`src/verilog/timer8_pkg.sv`:
```
// timer8_pkg: register offsets, field positions, reset values and mode codes
// assumes a 32-bit AXI4-Lite slave with one aligned word per register
package timer8_pkg;

  // ****************************************************************
  // register byte offsets
  // ****************************************************************
  localparam logic [7:0] OFS_CONTROL_REG_A = 8'h00;
  localparam logic [7:0] OFS_CONTROL_REG_B = 8'h04;
  localparam logic [7:0] OFS_COUNT_VALUE   = 8'h08;
  localparam logic [7:0] OFS_COMPARE_A     = 8'h0C;
  localparam logic [7:0] OFS_COMPARE_B     = 8'h10;
  localparam logic [7:0] OFS_INT_MASK      = 8'h14;
  localparam logic [7:0] OFS_INT_FLAGS     = 8'h18;
  localparam logic [7:0] OFS_PORT_CTRL     = 8'h1C;
  localparam logic [7:0] OFS_PIN_STATE     = 8'h20;

  // ****************************************************************
  // field positions
  // ****************************************************************
  // control_reg_a: [7:6] output_mode a, [5:4] output_mode b, [1:0] wave_mode_bit1:0
  localparam int POS_OM_A   = 6;
  localparam int POS_OM_B   = 4;
  localparam int POS_WM_LO  = 0;
  // control_reg_b: [7] force a, [6] force b, [3] wave_mode_bit2, [2:0] clock_select
  localparam int POS_FORCE_A = 7;
  localparam int POS_FORCE_B = 6;
  localparam int POS_WM_HI   = 3;
  localparam int POS_CS      = 0;
  // flags and mask: [2] channel b, [1] channel a, [0] overflow
  localparam int POS_FLAG_OV = 0;
  localparam int POS_FLAG_A  = 1;
  localparam int POS_FLAG_B  = 2;
  // port control: [1:0] port value, [3:2] port direction
  localparam int POS_PORT_VAL = 0;
  localparam int POS_PORT_DIR = 2;

  // ****************************************************************
  // values
  // ****************************************************************
  localparam logic [7:0] VAL_BOTTOM = 8'h00;
  localparam logic [7:0] VAL_MAX    = 8'hFF;
  localparam logic [7:0] RST_BYTE   = 8'h00;
  localparam logic [1:0] AXI_OKAY   = 2'h0;
  localparam logic [1:0] AXI_SLVERR = 2'h2;

  // wave_mode codes
  localparam logic [2:0] WM_NORMAL       = 3'h0;
  localparam logic [2:0] WM_PC_MAX       = 3'h1;
  localparam logic [2:0] WM_CLR_ON_MATCH = 3'h2;
  localparam logic [2:0] WM_FAST_MAX     = 3'h3;
  localparam logic [2:0] WM_PC_CMPA      = 3'h5;
  localparam logic [2:0] WM_FAST_CMPA    = 3'h7;

  // output_mode codes
  localparam logic [1:0] OM_OFF    = 2'h0;
  localparam logic [1:0] OM_TOGGLE = 2'h1;
  localparam logic [1:0] OM_CLEAR  = 2'h2;
  localparam logic [1:0] OM_SET    = 2'h3;

endpackage

```
`src/verilog/timer8_counter_compare_output.sv`:
```
// timer8_counter_compare_output: 8-bit up/down counter, two compare units,
// waveform outputs and an AXI4-Lite register slave
// assumes TIMER_TICK is a one-cycle enable on CLK from an external prescaler,
// and INT_ACK_* are one-cycle pulses from the interrupt controller
//
// Overview of operation
// RULE1 - 8-bit counter clears, increments or decrements per tick
// RULE2 - clock select zero stops the counter
// RULE3 - CPU counter write beats clear and count
// RULE4 - three-bit wave mode split across two controls
// RULE5 - overflow flag set per mode, raises interrupt
// RULE6 - comparator flags equality of counter and compare
// RULE7 - match flag set one tick later, interrupts
// RULE8 - match flag clears when interrupt executes
// RULE9 - writing one clears a flag, zero keeps
// RULE10 - PWM modes double buffer compare, update TOP/BOTTOM
// RULE11 - CPU reaches buffer when buffered, else active
// RULE12 - force strobe acts as match, no flag
// RULE13 - counter write blocks matches next tick
// RULE14 - output state kept across wave mode changes
// RULE15 - output mode unbuffered, acts at next match
// RULE16 - output state reset to zero
// RULE17 - nonzero output mode overrides port value
// RULE18 - output mode zero leaves state unchanged
// RULE19 - non-PWM: off, toggle, clear, set on match
// RULE20 - fast PWM: clear/set at match and BOTTOM
// RULE21 - phase-correct: action depends on count direction
// RULE22 - compare at TOP ignored, acts at BOTTOM/TOP
// RULE23 - BOTTOM is 0x00, MAX is 0xFF
// RULE24 - TOP is 0xFF or compare value A
// RULE25 - two identical channels share counter and mode; PWM toggle acts on channel a only
//
// Register access over AXI4-Lite and the placing of the registers were decided locally.
`timescale 1ns/100ps
module timer8_counter_compare_output
  import timer8_pkg::*;
(
  // clock and reset
  input  wire logic        CLK,
  input  wire logic        RST,
  // timer tick and interrupt acknowledges
  input  wire logic        TIMER_TICK,
  input  wire logic        INT_ACK_OV,
  input  wire logic        INT_ACK_A,
  input  wire logic        INT_ACK_B,
  // axi4-lite write address
  input  wire logic [7:0]  S_AXI_AWADDR,
  input  wire logic        S_AXI_AWVALID,
  output logic             S_AXI_AWREADY,
  // axi4-lite write data
  input  wire logic [31:0] S_AXI_WDATA,
  input  wire logic [3:0]  S_AXI_WSTRB,
  input  wire logic        S_AXI_WVALID,
  output logic             S_AXI_WREADY,
  // axi4-lite write response
  output logic [1:0]       S_AXI_BRESP,
  output logic             S_AXI_BVALID,
  input  wire logic        S_AXI_BREADY,
  // axi4-lite read
  input  wire logic [7:0]  S_AXI_ARADDR,
  input  wire logic        S_AXI_ARVALID,
  output logic             S_AXI_ARREADY,
  output logic [31:0]      S_AXI_RDATA,
  output logic [1:0]       S_AXI_RRESP,
  output logic             S_AXI_RVALID,
  input  wire logic        S_AXI_RREADY,
  // interrupt requests to the cpu core
  output logic             IRQ_OV,
  output logic             IRQ_A,
  output logic             IRQ_B,
  // wave pins
  output logic             WAVE_OUT_A,
  output logic             WAVE_OUT_A_OE,
  output logic             WAVE_OUT_B,
  output logic             WAVE_OUT_B_OE
);

  // ****************************************************************
  // state
  // ****************************************************************
  typedef struct packed {
    logic [7:0] count_value;
    logic       count_down;
    logic [1:0] om_a;
    logic [1:0] om_b;
    logic [2:0] wave_mode;
    logic [2:0] clock_select;
    logic [7:0] cmp_act_a;
    logic [7:0] cmp_act_b;
    logic [7:0] cmp_buf_a;
    logic [7:0] cmp_buf_b;
    logic [2:0] int_mask;
    logic       overflow_flag;
    logic       match_flag_a;
    logic       match_flag_b;
    logic       block_q;
    logic [1:0] wave_out;
    logic [1:0] port_val;
    logic [1:0] port_dir;
    logic       aw_got;
    logic       w_got;
    logic [7:0] aw_addr;
    logic [31:0] w_data;
    logic [3:0] w_strb;
    logic       bvalid;
    logic [1:0] bresp;
    logic       rvalid;
    logic [31:0] rdata;
    logic [1:0] rresp;
  } state_t;

  state_t st_q;
  state_t st_d;

  // ****************************************************************
  // combinational helpers
  // ****************************************************************
  logic       tick;
  logic       is_fast;
  logic       is_pc;
  logic       is_pwm;
  logic [7:0] top_val;
  logic       at_top;
  logic       at_bottom;
  logic       at_max;
  logic [1:0] match;
  logic [7:0] cmp_act [2];
  logic [1:0] om [2];
  logic [1:0] force_bit;
  logic       wr_fire;
  logic       rd_fire;
  logic       wr_cnt;
  logic [7:0] wbyte;

  always_comb begin
    tick      = TIMER_TICK && (st_q.clock_select != 3'h0); // [RULE2]
    is_fast   = (st_q.wave_mode == WM_FAST_MAX) || (st_q.wave_mode == WM_FAST_CMPA);
    is_pc     = (st_q.wave_mode == WM_PC_MAX) || (st_q.wave_mode == WM_PC_CMPA);
    is_pwm    = is_fast || is_pc;
    // top from compare a in clear-on-match and the high-bit pwm modes
    top_val   = (st_q.wave_mode == WM_CLR_ON_MATCH || st_q.wave_mode[2]) ?
                st_q.cmp_act_a : VAL_MAX; // [RULE24]
    at_top    = (st_q.count_value == top_val);
    at_bottom = (st_q.count_value == VAL_BOTTOM); // [RULE23]
    at_max    = (st_q.count_value == VAL_MAX); // [RULE23]
    cmp_act[0] = st_q.cmp_act_a;
    cmp_act[1] = st_q.cmp_act_b;
    om[0]     = st_q.om_a;
    om[1]     = st_q.om_b;
    wr_fire   = st_q.aw_got && st_q.w_got && !st_q.bvalid;
    rd_fire   = S_AXI_ARVALID && !st_q.rvalid;
    wbyte     = st_q.w_data[7:0];
    wr_cnt    = wr_fire && st_q.w_strb[0] && (st_q.aw_addr == OFS_COUNT_VALUE);
    force_bit[0] = wr_fire && st_q.w_strb[0] && (st_q.aw_addr == OFS_CONTROL_REG_B) &&
                   wbyte[POS_FORCE_A] && !is_pwm; // [RULE12]
    force_bit[1] = wr_fire && st_q.w_strb[0] && (st_q.aw_addr == OFS_CONTROL_REG_B) &&
                   wbyte[POS_FORCE_B] && !is_pwm; // [RULE12]
  end

  // per-channel comparator, identical for both units
  genvar ch;
  generate
    for (ch = 0; ch < 2; ch++) begin : g_cmp
      assign match[ch] = (st_q.count_value == cmp_act[ch]); // [RULE6] [RULE25]
    end
  endgenerate

  // ****************************************************************
  // next state
  // ****************************************************************
  always_comb begin
    logic       hit;
    logic       cur;
    logic       nxt;
    logic [1:0] mode;
    logic       cmp_is_top;
    logic       ov_set;
    logic [1:0] seen;
    hit  = 1'b0;
    cur  = 1'b0;
    nxt  = 1'b0;
    mode = OM_OFF;
    cmp_is_top = 1'b0;
    ov_set = 1'b0;
    seen = 2'b00;
    st_d = st_q;

    // counter sequence per wave mode
    if (tick) begin
      st_d.block_q = 1'b0;
      if (is_pc) begin
        if (!st_q.count_down && at_top) begin
          st_d.count_down  = 1'b1;
          st_d.count_value = st_q.count_value - 8'h01; // [RULE1]
        end else if (st_q.count_down && at_bottom) begin
          st_d.count_down  = 1'b0;
          st_d.count_value = st_q.count_value + 8'h01;
        end else if (st_q.count_down) begin
          st_d.count_value = st_q.count_value - 8'h01;
        end else begin
          st_d.count_value = st_q.count_value + 8'h01;
        end
      end else begin
        st_d.count_down = 1'b0;
        if ((is_fast || st_q.wave_mode == WM_CLR_ON_MATCH) && at_top) begin
          st_d.count_value = VAL_BOTTOM; // [RULE1]
        end else begin
          st_d.count_value = st_q.count_value + 8'h01;
        end
      end

      // overflow point per mode [RULE5]
      if (is_pc ? (st_q.count_down && at_bottom) :
          (st_q.wave_mode == WM_FAST_CMPA ? at_top : at_max)) begin
        st_d.overflow_flag = 1'b1;
        ov_set             = 1'b1;
      end

      // buffered compare load: bottom in fast pwm, top in phase correct [RULE10]
      if ((is_fast && at_top) || (is_pc && at_top && !st_q.count_down)) begin
        st_d.cmp_act_a = st_q.cmp_buf_a;
        st_d.cmp_act_b = st_q.cmp_buf_b;
      end

      // match standing at this tick, blocked after a counter write [RULE13]
      seen = st_q.block_q ? 2'b00 : match;
    end

    // flag set one tick after match detection [RULE7]
    if (seen[0]) st_d.match_flag_a = 1'b1;
    if (seen[1]) st_d.match_flag_b = 1'b1;

    // waveform generator per channel
    for (int c = 0; c < 2; c++) begin
      mode = om[c]; // [RULE15]
      cur  = st_q.wave_out[c];
      nxt  = cur; // [RULE14] [RULE18]
      cmp_is_top = (cmp_act[c] == top_val) && mode[1];
      hit  = tick && match[c] && !st_q.block_q;
      if (!is_pwm) begin
        if (hit || force_bit[c]) begin
          unique case (mode) // [RULE19]
            OM_OFF:    nxt = cur;
            OM_TOGGLE: nxt = !cur;
            OM_CLEAR:  nxt = 1'b0;
            OM_SET:    nxt = 1'b1;
          endcase
        end
      end else if (mode == OM_TOGGLE) begin
        // toggle only on channel a with the high mode bit [RULE20]
        if (c == 0 && st_q.wave_mode[2] && hit) nxt = !cur;
      end else if (mode[1]) begin
        if (is_fast) begin
          if (hit && !cmp_is_top) nxt = mode[0]; // [RULE20]
          if (tick && at_top) nxt = !mode[0]; // [RULE22]
        end else begin
          if (hit && !cmp_is_top) nxt = st_q.count_down ^ mode[0]; // [RULE21]
          if (tick && at_top && cmp_is_top) nxt = mode[0] ? 1'b0 : 1'b1; // [RULE22]
        end
      end
      st_d.wave_out[c] = nxt;
    end

    // acknowledge clears, then set wins over clear [RULE8]
    if (INT_ACK_OV && !ov_set) st_d.overflow_flag = 1'b0;
    if (INT_ACK_A && !seen[0]) st_d.match_flag_a = 1'b0;
    if (INT_ACK_B && !seen[1]) st_d.match_flag_b = 1'b0;

    // axi write channel capture
    if (S_AXI_AWVALID && !st_q.aw_got) begin
      st_d.aw_got  = 1'b1;
      st_d.aw_addr = S_AXI_AWADDR;
    end
    if (S_AXI_WVALID && !st_q.w_got) begin
      st_d.w_got  = 1'b1;
      st_d.w_data = S_AXI_WDATA;
      st_d.w_strb = S_AXI_WSTRB;
    end

    // register write
    if (wr_fire) begin
      st_d.aw_got = 1'b0;
      st_d.w_got  = 1'b0;
      st_d.bvalid = 1'b1;
      st_d.bresp  = AXI_OKAY;
      if (st_q.w_strb[0]) begin
        unique case (st_q.aw_addr)
          OFS_CONTROL_REG_A: begin
            st_d.om_a = wbyte[POS_OM_A +: 2];
            st_d.om_b = wbyte[POS_OM_B +: 2];
            st_d.wave_mode[1:0] = wbyte[POS_WM_LO +: 2]; // [RULE4]
          end
          OFS_CONTROL_REG_B: begin
            st_d.wave_mode[2]  = wbyte[POS_WM_HI]; // [RULE4]
            st_d.clock_select  = wbyte[POS_CS +: 3];
          end
          OFS_COUNT_VALUE: begin
            st_d.count_value = wbyte; // [RULE3]
            st_d.block_q     = 1'b1; // [RULE13]
          end
          OFS_COMPARE_A: begin
            if (is_pwm) st_d.cmp_buf_a = wbyte; // [RULE11]
            else begin
              st_d.cmp_act_a = wbyte;
              st_d.cmp_buf_a = wbyte;
            end
          end
          OFS_COMPARE_B: begin
            if (is_pwm) st_d.cmp_buf_b = wbyte; // [RULE11]
            else begin
              st_d.cmp_act_b = wbyte;
              st_d.cmp_buf_b = wbyte;
            end
          end
          OFS_INT_MASK: st_d.int_mask = wbyte[2:0];
          OFS_INT_FLAGS: begin
            // one clears, set in the same cycle wins [RULE9]
            if (wbyte[POS_FLAG_OV] && !ov_set) st_d.overflow_flag = 1'b0;
            if (wbyte[POS_FLAG_A] && !seen[0]) st_d.match_flag_a = 1'b0;
            if (wbyte[POS_FLAG_B] && !seen[1]) st_d.match_flag_b = 1'b0;
          end
          OFS_PORT_CTRL: begin
            st_d.port_val = wbyte[POS_PORT_VAL +: 2];
            st_d.port_dir = wbyte[POS_PORT_DIR +: 2];
          end
          OFS_PIN_STATE: st_d.bresp = AXI_OKAY;
          default:       st_d.bresp = AXI_SLVERR;
        endcase
      end
    end
    if (st_q.bvalid && S_AXI_BREADY) st_d.bvalid = 1'b0;

    // register read
    if (rd_fire) begin
      st_d.rvalid = 1'b1;
      st_d.rresp  = AXI_OKAY;
      st_d.rdata  = 32'h0000_0000;
      unique case (S_AXI_ARADDR)
        OFS_CONTROL_REG_A: st_d.rdata[7:0] = {st_q.om_a, st_q.om_b, 2'b00,
                                              st_q.wave_mode[1:0]};
        OFS_CONTROL_REG_B: st_d.rdata[7:0] = {4'h0, st_q.wave_mode[2], st_q.clock_select};
        OFS_COUNT_VALUE:   st_d.rdata[7:0] = st_q.count_value;
        OFS_COMPARE_A:     st_d.rdata[7:0] = is_pwm ? st_q.cmp_buf_a : st_q.cmp_act_a;
        OFS_COMPARE_B:     st_d.rdata[7:0] = is_pwm ? st_q.cmp_buf_b : st_q.cmp_act_b;
        OFS_INT_MASK:      st_d.rdata[2:0] = st_q.int_mask;
        OFS_INT_FLAGS:     st_d.rdata[2:0] = {st_q.match_flag_b, st_q.match_flag_a,
                                              st_q.overflow_flag};
        OFS_PORT_CTRL:     st_d.rdata[3:0] = {st_q.port_dir, st_q.port_val};
        OFS_PIN_STATE:     st_d.rdata[1:0] = st_q.wave_out;
        default:           st_d.rresp = AXI_SLVERR;
      endcase
    end
    if (st_q.rvalid && S_AXI_RREADY) st_d.rvalid = 1'b0;
  end

  // ****************************************************************
  // registers
  // ****************************************************************
  always_ff @(posedge CLK or posedge RST) begin
    if (RST) begin
      st_q <= '0; // [RULE16]
    end else begin
      st_q <= st_d;
    end
  end

  // ****************************************************************
  // outputs
  // ****************************************************************
  assign S_AXI_AWREADY = !st_q.aw_got;
  assign S_AXI_WREADY  = !st_q.w_got;
  assign S_AXI_BVALID  = st_q.bvalid;
  assign S_AXI_BRESP   = st_q.bresp;
  assign S_AXI_ARREADY = !st_q.rvalid;
  assign S_AXI_RVALID  = st_q.rvalid;
  assign S_AXI_RDATA   = st_q.rdata;
  assign S_AXI_RRESP   = st_q.rresp;

  // interrupt requests gated by mask [RULE5] [RULE7]
  assign IRQ_OV = st_q.overflow_flag && st_q.int_mask[POS_FLAG_OV];
  assign IRQ_A  = st_q.match_flag_a && st_q.int_mask[POS_FLAG_A];
  assign IRQ_B  = st_q.match_flag_b && st_q.int_mask[POS_FLAG_B];

  // pin override when output mode nonzero, direction from port [RULE17]
  assign WAVE_OUT_A    = (st_q.om_a != OM_OFF) ? st_q.wave_out[0] : st_q.port_val[0];
  assign WAVE_OUT_A_OE = st_q.port_dir[0];
  assign WAVE_OUT_B    = (st_q.om_b != OM_OFF) ? st_q.wave_out[1] : st_q.port_val[1];
  assign WAVE_OUT_B_OE = st_q.port_dir[1];

endmodule

```
`config.mk`:
```
export PLATFORM = sky130hd
export DESIGN_NAME = timer8_counter_compare_output
export DESIGN_NICKNAME = d
export VERILOG_FILES = /design/src/verilog/timer8_pkg.sv /design/src/verilog/timer8_counter_compare_output.sv
export SDC_FILE = /design/constraint.sdc
export NUM_CORES = 1
export LEC_CHECK = 0
export BUFFER_PORTS_ARGS = -buffer_cell sky130_fd_sc_hd__buf_2
export CORE_ASPECT_RATIO = 0.9
export CORE_MARGIN = 2
export CORE_UTILIZATION = 29
export DETAILED_ROUTE_END_ITERATION = 6
export PLACE_DENSITY_LB_ADDON = 0.1
export RECOVER_POWER = 50
export SYNTH_ARGS = -nofsm -noshare
export SYNTH_HDL_FRONTEND = slang
export SYNTH_SLANG_ARGS = --single-unit
```
`constraint.sdc`:
```
create_clock -name CLK -period 2.6 [get_ports CLK]
set_input_delay 0.13 -clock CLK [delete_from_list [all_inputs] [get_ports CLK]]
set_output_delay 0.13 -clock CLK [all_outputs]
set_load 0.01 [all_outputs]
```
# Word-level counts from Yosys, hierarchy flattened
# Index checks and enable logic that the tools add are counted.
[totals]
wordCells = 250
register_bits = 97
mem_bits_rw = 0
inputBits = 63
romBits = 0
latchBits = 0
output_inout_bits = 48
memories = 0
[classes]
reduce_logical = 90
eq_ne = 44
n_bitwise = 2
n_mux = 82
mul = 0
shifts = 0
order_cmp = 0
div = 0
addsub = 2
[ops]
columns = ["op", "count"]
rows = [
  ["2-to-1 mux 8 bit", 15],
  ["2-to-1 mux 39 bit", 2],
  ["== test 8 x 5 -> 1 bit (second input constant)", 8],
  ["2-to-1 mux 1 bit", 44],
  ["logical AND 1 bit", 41],
  ["== test 8 bit", 5],
  ["2-to-1 mux 35 bit", 1],
  ["== test 8 x 4 -> 1 bit (second input constant)", 4],
  ["2-to-1 mux 16 bit", 2],
  ["2-to-1 mux 9 bit", 3],
  ["logical NOT 8 bit", 3],
  ["case mux 2 bit (9 select lines)", 1],
  ["AND reduction 3 bit", 6],
  ["OR reduction 9 bit", 2],
  ["== test 8 x 3 -> 1 bit (second input constant)", 2],
  ["== test 8 x 6 -> 1 bit (second input constant)", 2],
  ["logical NOT 1 bit", 16],
  ["case mux 4 bit (4 select lines)", 1],
  ["nonzero test 2 bit", 8],
  ["2-to-1 mux 2 bit", 6],
  ["AND reduction 6 bit", 2],
  ["inequality test 5 x 2 -> 1 bit (second input constant)", 2],
  ["2-to-1 mux 3 bit", 3],
  ["adder 8 x 1 -> 8 bit (second input constant)", 1],
  ["other kinds (19)", 40],
]

# Depth between registers and ports, before layout
# Gate-level depths: netlist of run 1.
[depth]
ltp_word = 15
ltp_mapped = 12
ltp_nobuf = 10

# Worst setup path after synthesis of run 1
# OpenSTA, ideal clock, no wires.
[synth_path]
path_kind = "flip-flop to flip-flop"
startpoint = "register st_q[133] (netlist name)"
endpoint = "register st_q (netlist bit cmp_act[5])"
slack_ns = 0.228
n_path_buf = 3
period_less_slack_ns = 2.372
path_stages_with_launch = 13
setup_ns = 0.151
t_required_ns = 2.449
arrival_time_ns = 2.221
path_cell_list = "dfrtp_1 buf_6 nor2b_4 buf_6 nor2_4 and3_1 o32ai_2 nor2_4 nand2_4 nor3_4 buf_8 mux2i_1 o21ai_1"
[synth_lines]
columns = ["element", "line_no", "text"]
rows = [
  ["start: declaration", "timer8_counter_compare_output.sv:112", "state_t st_q;"],
  ["start signal: assignment", "timer8_counter_compare_output.sv:363", "st_q <= st_d;"],
]

==> results of run 1 <==
## worst reg2reg max path: stages, from the launching register on
cell,delay [ns]
dfrtp_2,0.45
nor2b_4,0.25
nor2_4,0.11
and3_1,0.24
o32ai_4,0.38
buf_6,0.17
o21ai_4,0.08
a21oi_1,0.15
o21bai_1,0.14
mux2i_1,0.14
a211o_1,0.28
## what timing repair did
action / CTS / global route
endpoints found under the setup margin: 1 / 20
resized for setup: 2 / 18
cloned: 0 / 1
buffers inserted: 0 / 8
pin swaps: 0 / 5
hold endpoints to repair: 51 / 1
hold buffers: 19 / 1
## cells by family after synthesis
| group | Yosys count | share of synthesized area (%) |
|---|---|---|
| and+or+nand+nor | 212 | 16.9 |
| adders and majority gates | 2 | 0.408 |
| buffers and inverters | 98 | 8.84 |
| other | 1 | 0.0612 |
| DFF | 95 | 38.8 |
| muxes | 79 | 14.0 |
| AOI/OAI and AO/OA | 160 | 17.9 |
| xor gates and xnor gates | 22 | 3.14 |
## cell type report
| class | count | share of cell area, % |
|---|---|---|
| Multi-Input combinational cell | 501 | 45.2 |
| Sequential cell | 95 | 31.7 |
| Timing Repair Buffer | 145 | 13.5 |
| Tap cell | 286 | 4.76 |
| Clock buffer | 9 | 3.00 |
| Inverter | 21 | 1.07 |
| Clock inverter | 7 | 0.816 |
## path summary, 6_finish.rpt
kind | startpoint | slack [ns] | to
min in group asynchronous | RST | 0.72 | cmp_act[3]$_DFF_PP0_
worst min-delay path | INT_ACK_B | 0.01 | st_q[91]$_DFF_PP0_
worst min register to register | st_q[90]$_DFF_PP0_ | 0.48 | st_q[90]$_DFF_PP0_
max in group asynchronous | RST | 0.43 | st_q[143]$_DFF_PP0_
worst max register to register | st_q[132]$_DFFE_PP0P_ | 0.11 | st_q[147]$_DFF_PP0_
worst max-delay path | st_q[132]$_DFFE_PP0P_ | 0.11 | st_q[147]$_DFF_PP0_
## flip-flops by register name, indices dropped and copies added (netlist names)
register / cells
WAVE_OUT_B_OE: 1
st_q: 61
S_AXI_RVALID: 1
WAVE_OUT_A_OE: 1
S_AXI_RRESP: 1
cmp_act: 16
S_AXI_RDATA: 8
om: 4
S_AXI_BVALID: 1
S_AXI_BRESP: 1
## layout by cell type, fill, tap and decap left out, types with 10 or more instances in the layout
cell,n
dfrtp_1,92
nand2_1,86
buf_4,61
mux2_2,53
nor2_1,46
o21ai_0,39
buf_2,38
mux2i_1,26
conb_1,26
a21oi_1,25
clkbuf_1,21
dlygate4sd3_1,20
inv_1,17
xor2_1,17
nor3_1,15
o21ai_1,15
nand3_1,12
clkbuf_16,10
## layer usage
metal / vias to the layer above / GRT usage (%) / share of wire, %
met4: 0 / 4.69 / 1.8
met1: 2637 / 27.7 / 49
li1: 2551 / - / -
met3: 27 / 3.96 / 6.4
met2: 185 / 28.0 / 43
met5: - / 0 / 0
## metrics by stage
| stage | util (%) | power, mW | setup slack [ns] | hold slack (ns) | setup TNS [ns] |
|---|---|---|---|---|---|
| after global placement | 33.1 | 5.04 | -0.241 | 0.315 | -0.241 |
| after global routing | 36.2 | 6.96 | -0.0102 | 0.0182 | -0.0102 |
| after floorplan | - | 3.97 | 0.228 | 0.226 | 0 |
| after CTS | 35.5 | 6.47 | 0.0304 | 0.000702 | 0 |
| after detailed placement | 33.1 | 5.07 | -0.195 | 0.325 | -0.195 |
| final | 36.2 | 6.54 | 0.110 | 0.0118 | 0 |
## where the power goes
| part | internal [mW] | leakage [nW] | switching (mW) | total [mW] |
|---|---|---|---|---|
| sequential | 1.84 | 1.15 | 0.708 | 2.55 |
| combinational | 1.19 | 1.88 | 1.46 | 2.65 |
| clock | 0.671 | 0.140 | 0.669 | 1.34 |
| total | 3.70 | 3.17 | 2.84 | 6.54 |
==> results.yml, run 1 <==
route:
  drt_first_pass_iters: 5
  wl_per_cell_um: 19.5
  drc: 0
  wl_um: 20800
  num_vias: 5400
  first_iter_violations: 453
  viasPerCell: 5.08
  ant_nets: 0
sta:
  timing.slew.headroom_pct: -13.9
  hold_viol: 0
  worstMarginPinSlew_ns: 1.70
  clock_skew_ns: 0.00912
  finalSetupViolCount: 0
  fmax_mhz: 402
  slew_violations: 36
  period_share_pct: 95.8
  finalCriticalPeriod_ns: 2.49
clocking:
  clock_path_buffers: 2
  cts.clk_slew.worst_paths_ns: 0.07
  htree_levels: 3
  numCtsBuffers: 9
  clkSinkCount: 95
  cts_tree: "built"
  cts-root-buf: "clkbuf_16"
  insertion_delay_ns: 0.36
synthesis:
  yosys_most_used_dff: "dfrtp_1"
  synth_area_leaders: "dfrtp_1, mux2_2, nand2_1"
  synth_area_leader_cell: "dfrtp_1"
  ys_ff_latch: 95
  synthCells: 669
  ys_seq_area_share_pct: 38.8
  synth_top_area_share_pct: 38.8
  yosys-top-cells-count: "dfrtp_1, nand2_1, mux2_2, nor2_1, o21ai_0"
  syn_area_per_cell_um2: 9.16
  yosysWarnings: 0
  synthDistinctLibCells: 74
  synth-edff-count: 0
  yosysMostFrequentCell: "dfrtp_1"
  synthArstFlopShare_pct: 100
  syn_area_mm2: 0.00613
worst_setup_path:
  cp.arrival_ns: 2.74
  ff2ff_path_depth: 10
  cp.depth: 10
  slowest_delay_ns: 0.45
  cp-start-kind: "register"
  path_max_fanout: 8
  cp-end-kind: "register"
  required_ns: 2.85
  cp_slowest_cell: "dfrtp_2"
  criticalPathCategory: "register to register"
  crit_chain: "nor2b_4 -> nor2_4 -> and3_1 -> o32ai_4 -> buf_6 -> o21ai_4 -> a21oi_1 -> o21bai_1 -> mux2i_1 -> a211o_1"
  crit_buf_inv: 1
  crit_family: "compound AO/OA/AOI/OAI gates"
final_layout:
  fillCellCount: 2162
  n_antenna_cell: 0
  nNetsFinal: 838
  regArea_mm2: 0.00238
  drive_above_1_share_pct: 27.1
  stdcell_area_mm2: 0.00751
  layoutNonFillerInstCount: 1064
  multiInputGateArea_mm2: 0.00340
  syn2layout_area_growth_pct: 22.6
place:
  place_congestion: 0.859
  hpwlAfterDp_um: 15500
  io_buffers: 57
  dpl_cell_area_mm2: 0.00688
  dp_cells: 1019
global_routing:
  grtUsageTotal_pct: 18.8
  grt_pass1_wl_um: 31300
  grt_antenna_before_repair: 0
  grt.overflow.total: 0
  grt_max_degree: 42
  first_global_vias: 5176
die:
  coreArea_mm2: 0.0208
  die_y_um: 142
  die_x_um: 157
  start_util_pct: 29.5
  ios: 111
  num_rows: 50
  fp.dieArea_mm2: 0.0223
status:
  outcome: "finished with violations"
  violations: "capacitance limit, slew limit"
pwr:
  p_per_area_mw_per_mm2: 871
  ir_worst_vdd_mv: 0.522
  leakage_nw: 3.17
min_path:
  min_path_type: "input pin to register"
  holdPathStages: 3
job:
  cap_violations: 1
(Power assumes the default switching activity.)
==> run 2, diff against run 1 <==
- ABC_AREA: unset -> 1
==> run 2 against run 1 <==
The flow finishes with violations (capacitance limit); via count up 8.1%; cell count increased by 12%; final area down 5.9%; clock-buffer cell count is the same; critical endpoint is now st_q[143]$_DFF_PP0_.
==> results.yml, run 2 <==
sta:
  worstMarginPinSlew_ns: 1.48
  finalCriticalPeriod_ns: 2.36
  finalSetupViolCount: 0
  fmax_mhz: 423
  worst_slack_ns: 0.235
  period_share_pct: 91.0
  rsz0062_at_grt: "no"
  timing.slew.headroom_pct: 0.784
  setup_tns_ns: 0
  clock_skew_ns: 0.0136
  slew_violations: 0
  hold_viol: 0
final_layout:
  nNetsFinal: 989
  fillCellCount: 2251
  n_antenna_cell: 0
  regArea_mm2: 0.00238
  final_cell_mix: "nand2_1, dfrtp_1, inv_1, o21ai_0, nor2_1"
  syn2layout_area_growth_pct: 16.5
  largest_reg_flops: 61
  drive_above_1_share_pct: 12.3
  largest-register: "st_q"
  layout_commonest_cell: "nand2_1"
  multiInputGateArea_mm2: 0.00303
synthesis:
  ys_seq_area_share_pct: 39.2
  yosysWarnings: 0
  yosysMostFrequentCell: "nand2_1"
  yosys-top-cells-count: "nand2_1, dfrtp_1, inv_1, o21ai_0, nor2_1"
  synthCells: 841
  ys_ff_latch: 95
  synth-edff-count: 0
  syn_area_mm2: 0.00607
  synth_area_leader_cell: "dfrtp_1"
  synth_area_leaders: "dfrtp_1, nand2_1, o21ai_0"
  yosys_most_used_dff: "dfrtp_1"
  synthDistinctLibCells: 43
  syn_area_per_cell_um2: 7.22
  synthArstFlopShare_pct: 100
  synth_top_area_share_pct: 39.2
clocking:
  cts-root-buf: "clkbuf_16"
  htree_levels: 3
  cts.clk_slew.worst_paths_ns: 0.08
  numCtsBuffers: 9
  post_cts_buffers: 0
  hold_buffers: 14
  cts_resized: 0
  cts_tree: "built"
  insertion_delay_ns: 0.36
  clock_path_buffers: 2
  clkSinkCount: 95
worst_setup_path:
  reg2reg_to: "st_q[143]$_DFF_PP0_"
  criticalPathCategory: "register to register"
  required_ns: 2.84
  cp-start-kind: "register"
  rrSetupSlack_ns: 0.24
  path_max_fanout: 7
  cp.arrival_ns: 2.60
  cp-end-kind: "register"
  regToRegStartpoint: "st_q[141]$_DFF_PP0_"
  ff2ff_path_depth: 12
  setup.worst_path.end: "st_q[143]$_DFF_PP0_"
  crit_start: "st_q[141]$_DFF_PP0_"
route:
  wl_um: 21800
  ant_nets: 0
  viasPerCell: 4.91
  drt_first_pass_iters: 5
  drc: 0
  num_vias: 5835
  wl_per_cell_um: 18.4
  first_iter_violations: 533
min_path:
  min_path_type: "input pin to register"
die:
  ios: 111
  coreArea_mm2: 0.0206
  num_rows: 50
  die_x_um: 156
  die_y_um: 141
  start_util_pct: 29.4
  fp.dieArea_mm2: 0.0221
global_routing:
  grtUsageTotal_pct: 20.3
  grt_pass1_wl_um: 33400
  grt.overflow.total: 0
  grt_max_degree: 48
  first_global_vias: 5458
  grt_antenna_before_repair: 0
place:
  place_congestion: 0.919
  hpwlAfterDp_um: 16800
  pre_cts_ws_ns: 0.285
  io_buffers: 57
status:
  outcome: "finished with violations"
  violations: "capacitance limit"
job:
  cap_violations: 1
pwr:
  leakage_nw: 3.38
  p_per_area_mw_per_mm2: 821
  ir_worst_vdd_mv: 0.502
## run 2: cell types whose count changed after synthesis, sizes merged, moves of 8 or more
cell | previous run | this run
nand3 | 12 | 59
o22ai | 2 | 21
nand2 | 87 | 224
mux2 | 53 | 8
nor3 | 20 | 11
clkbuf | 25 | 17
mux2i | 26 | 0
nor2 | 48 | 63
a21oi | 26 | 48
o21ai | 57 | 83
inv | 19 | 93
## run 2: how the worst min path moves through the flow
stage	start	to	slack, ns	depth (start not counted)
after floorplan	S_AXI_BREADY	S_AXI_BVALID$_DFFE_PP0P_	0.23	1
after global placement	RST	WAVE_OUT_B_OE$_DFFE_PP0P_	0.30	2
after detailed placement	RST	WAVE_OUT_B_OE$_DFFE_PP0P_	0.31	2
after CTS	S_AXI_WDATA[0]	st_q[42]$_DFFE_PP0P_	0.002	3
after global routing	S_AXI_WDATA[0]	st_q[42]$_DFFE_PP0P_	0.02	3
final	S_AXI_WDATA[0]	st_q[42]$_DFFE_PP0P_	0.02	3
## run 2: where the power goes
group	total, mW	switching [mW]	internal, mW
clock	1.34	0.670	0.670
sequential	2.26	0.392	1.86
combinational	2.21	1.46	0.750
total	5.80	2.52	3.28
## run 2: cell families after synthesis
group / share of synthesized area, %
compound gates: 17.0
other cells: 0.0618
simple gates: 26.4
fa+ha+maj: 0.412
buf+inv: 12.5
xor+xnor: 3.03
flops: 39.2
mux: 1.48
## run 2: through the flow
step	power (mW)	instance area, um2	instances	utilization [%]	hold WS (ns)
after floorplan	3.65	6170	866	-	0.226
after global placement	4.49	6680	1159	32.4	0.301
after detailed placement	4.48	6680	1159	32.4	0.306
after CTS	5.86	7110	1189	34.5	0.00212
after global routing	6.23	7070	1189	34.2	0.0177
final	5.80	7070	1189	34.2	0.0166
## run 2: critical path, stage by stage, from the launching register on
cell and delay (ns):
dfrtp_1 0.49, inv_1 0.21, ha_1 0.20, inv_1 0.04, nor2_1 0.17, nand3_1 0.16
nor4_1 0.27, inv_1 0.11, nand2_2 0.15, inv_2 0.09, or2_1 0.21, nand3_1 0.08
a21oi_1 0.06
## run 2: metal layers
metal,vias up,global-route usage (%),wire length (um)
met1,2738,30.9,11100
met5,-,0,0
li1,2891,-,-
met4,0,6.76,552
met3,26,3.78,1220
met2,180,28.5,8960
## run 2: final cells by class
type	count	share of cell area [%]
Sequential cell	95	33.6
Clock inverter	7	0.973
Tap cell	260	4.60
Multi-Input combinational cell	614	42.8
Timing Repair Buffer	110	9.81
Clock buffer	9	3.19
Inverter	94	5.01
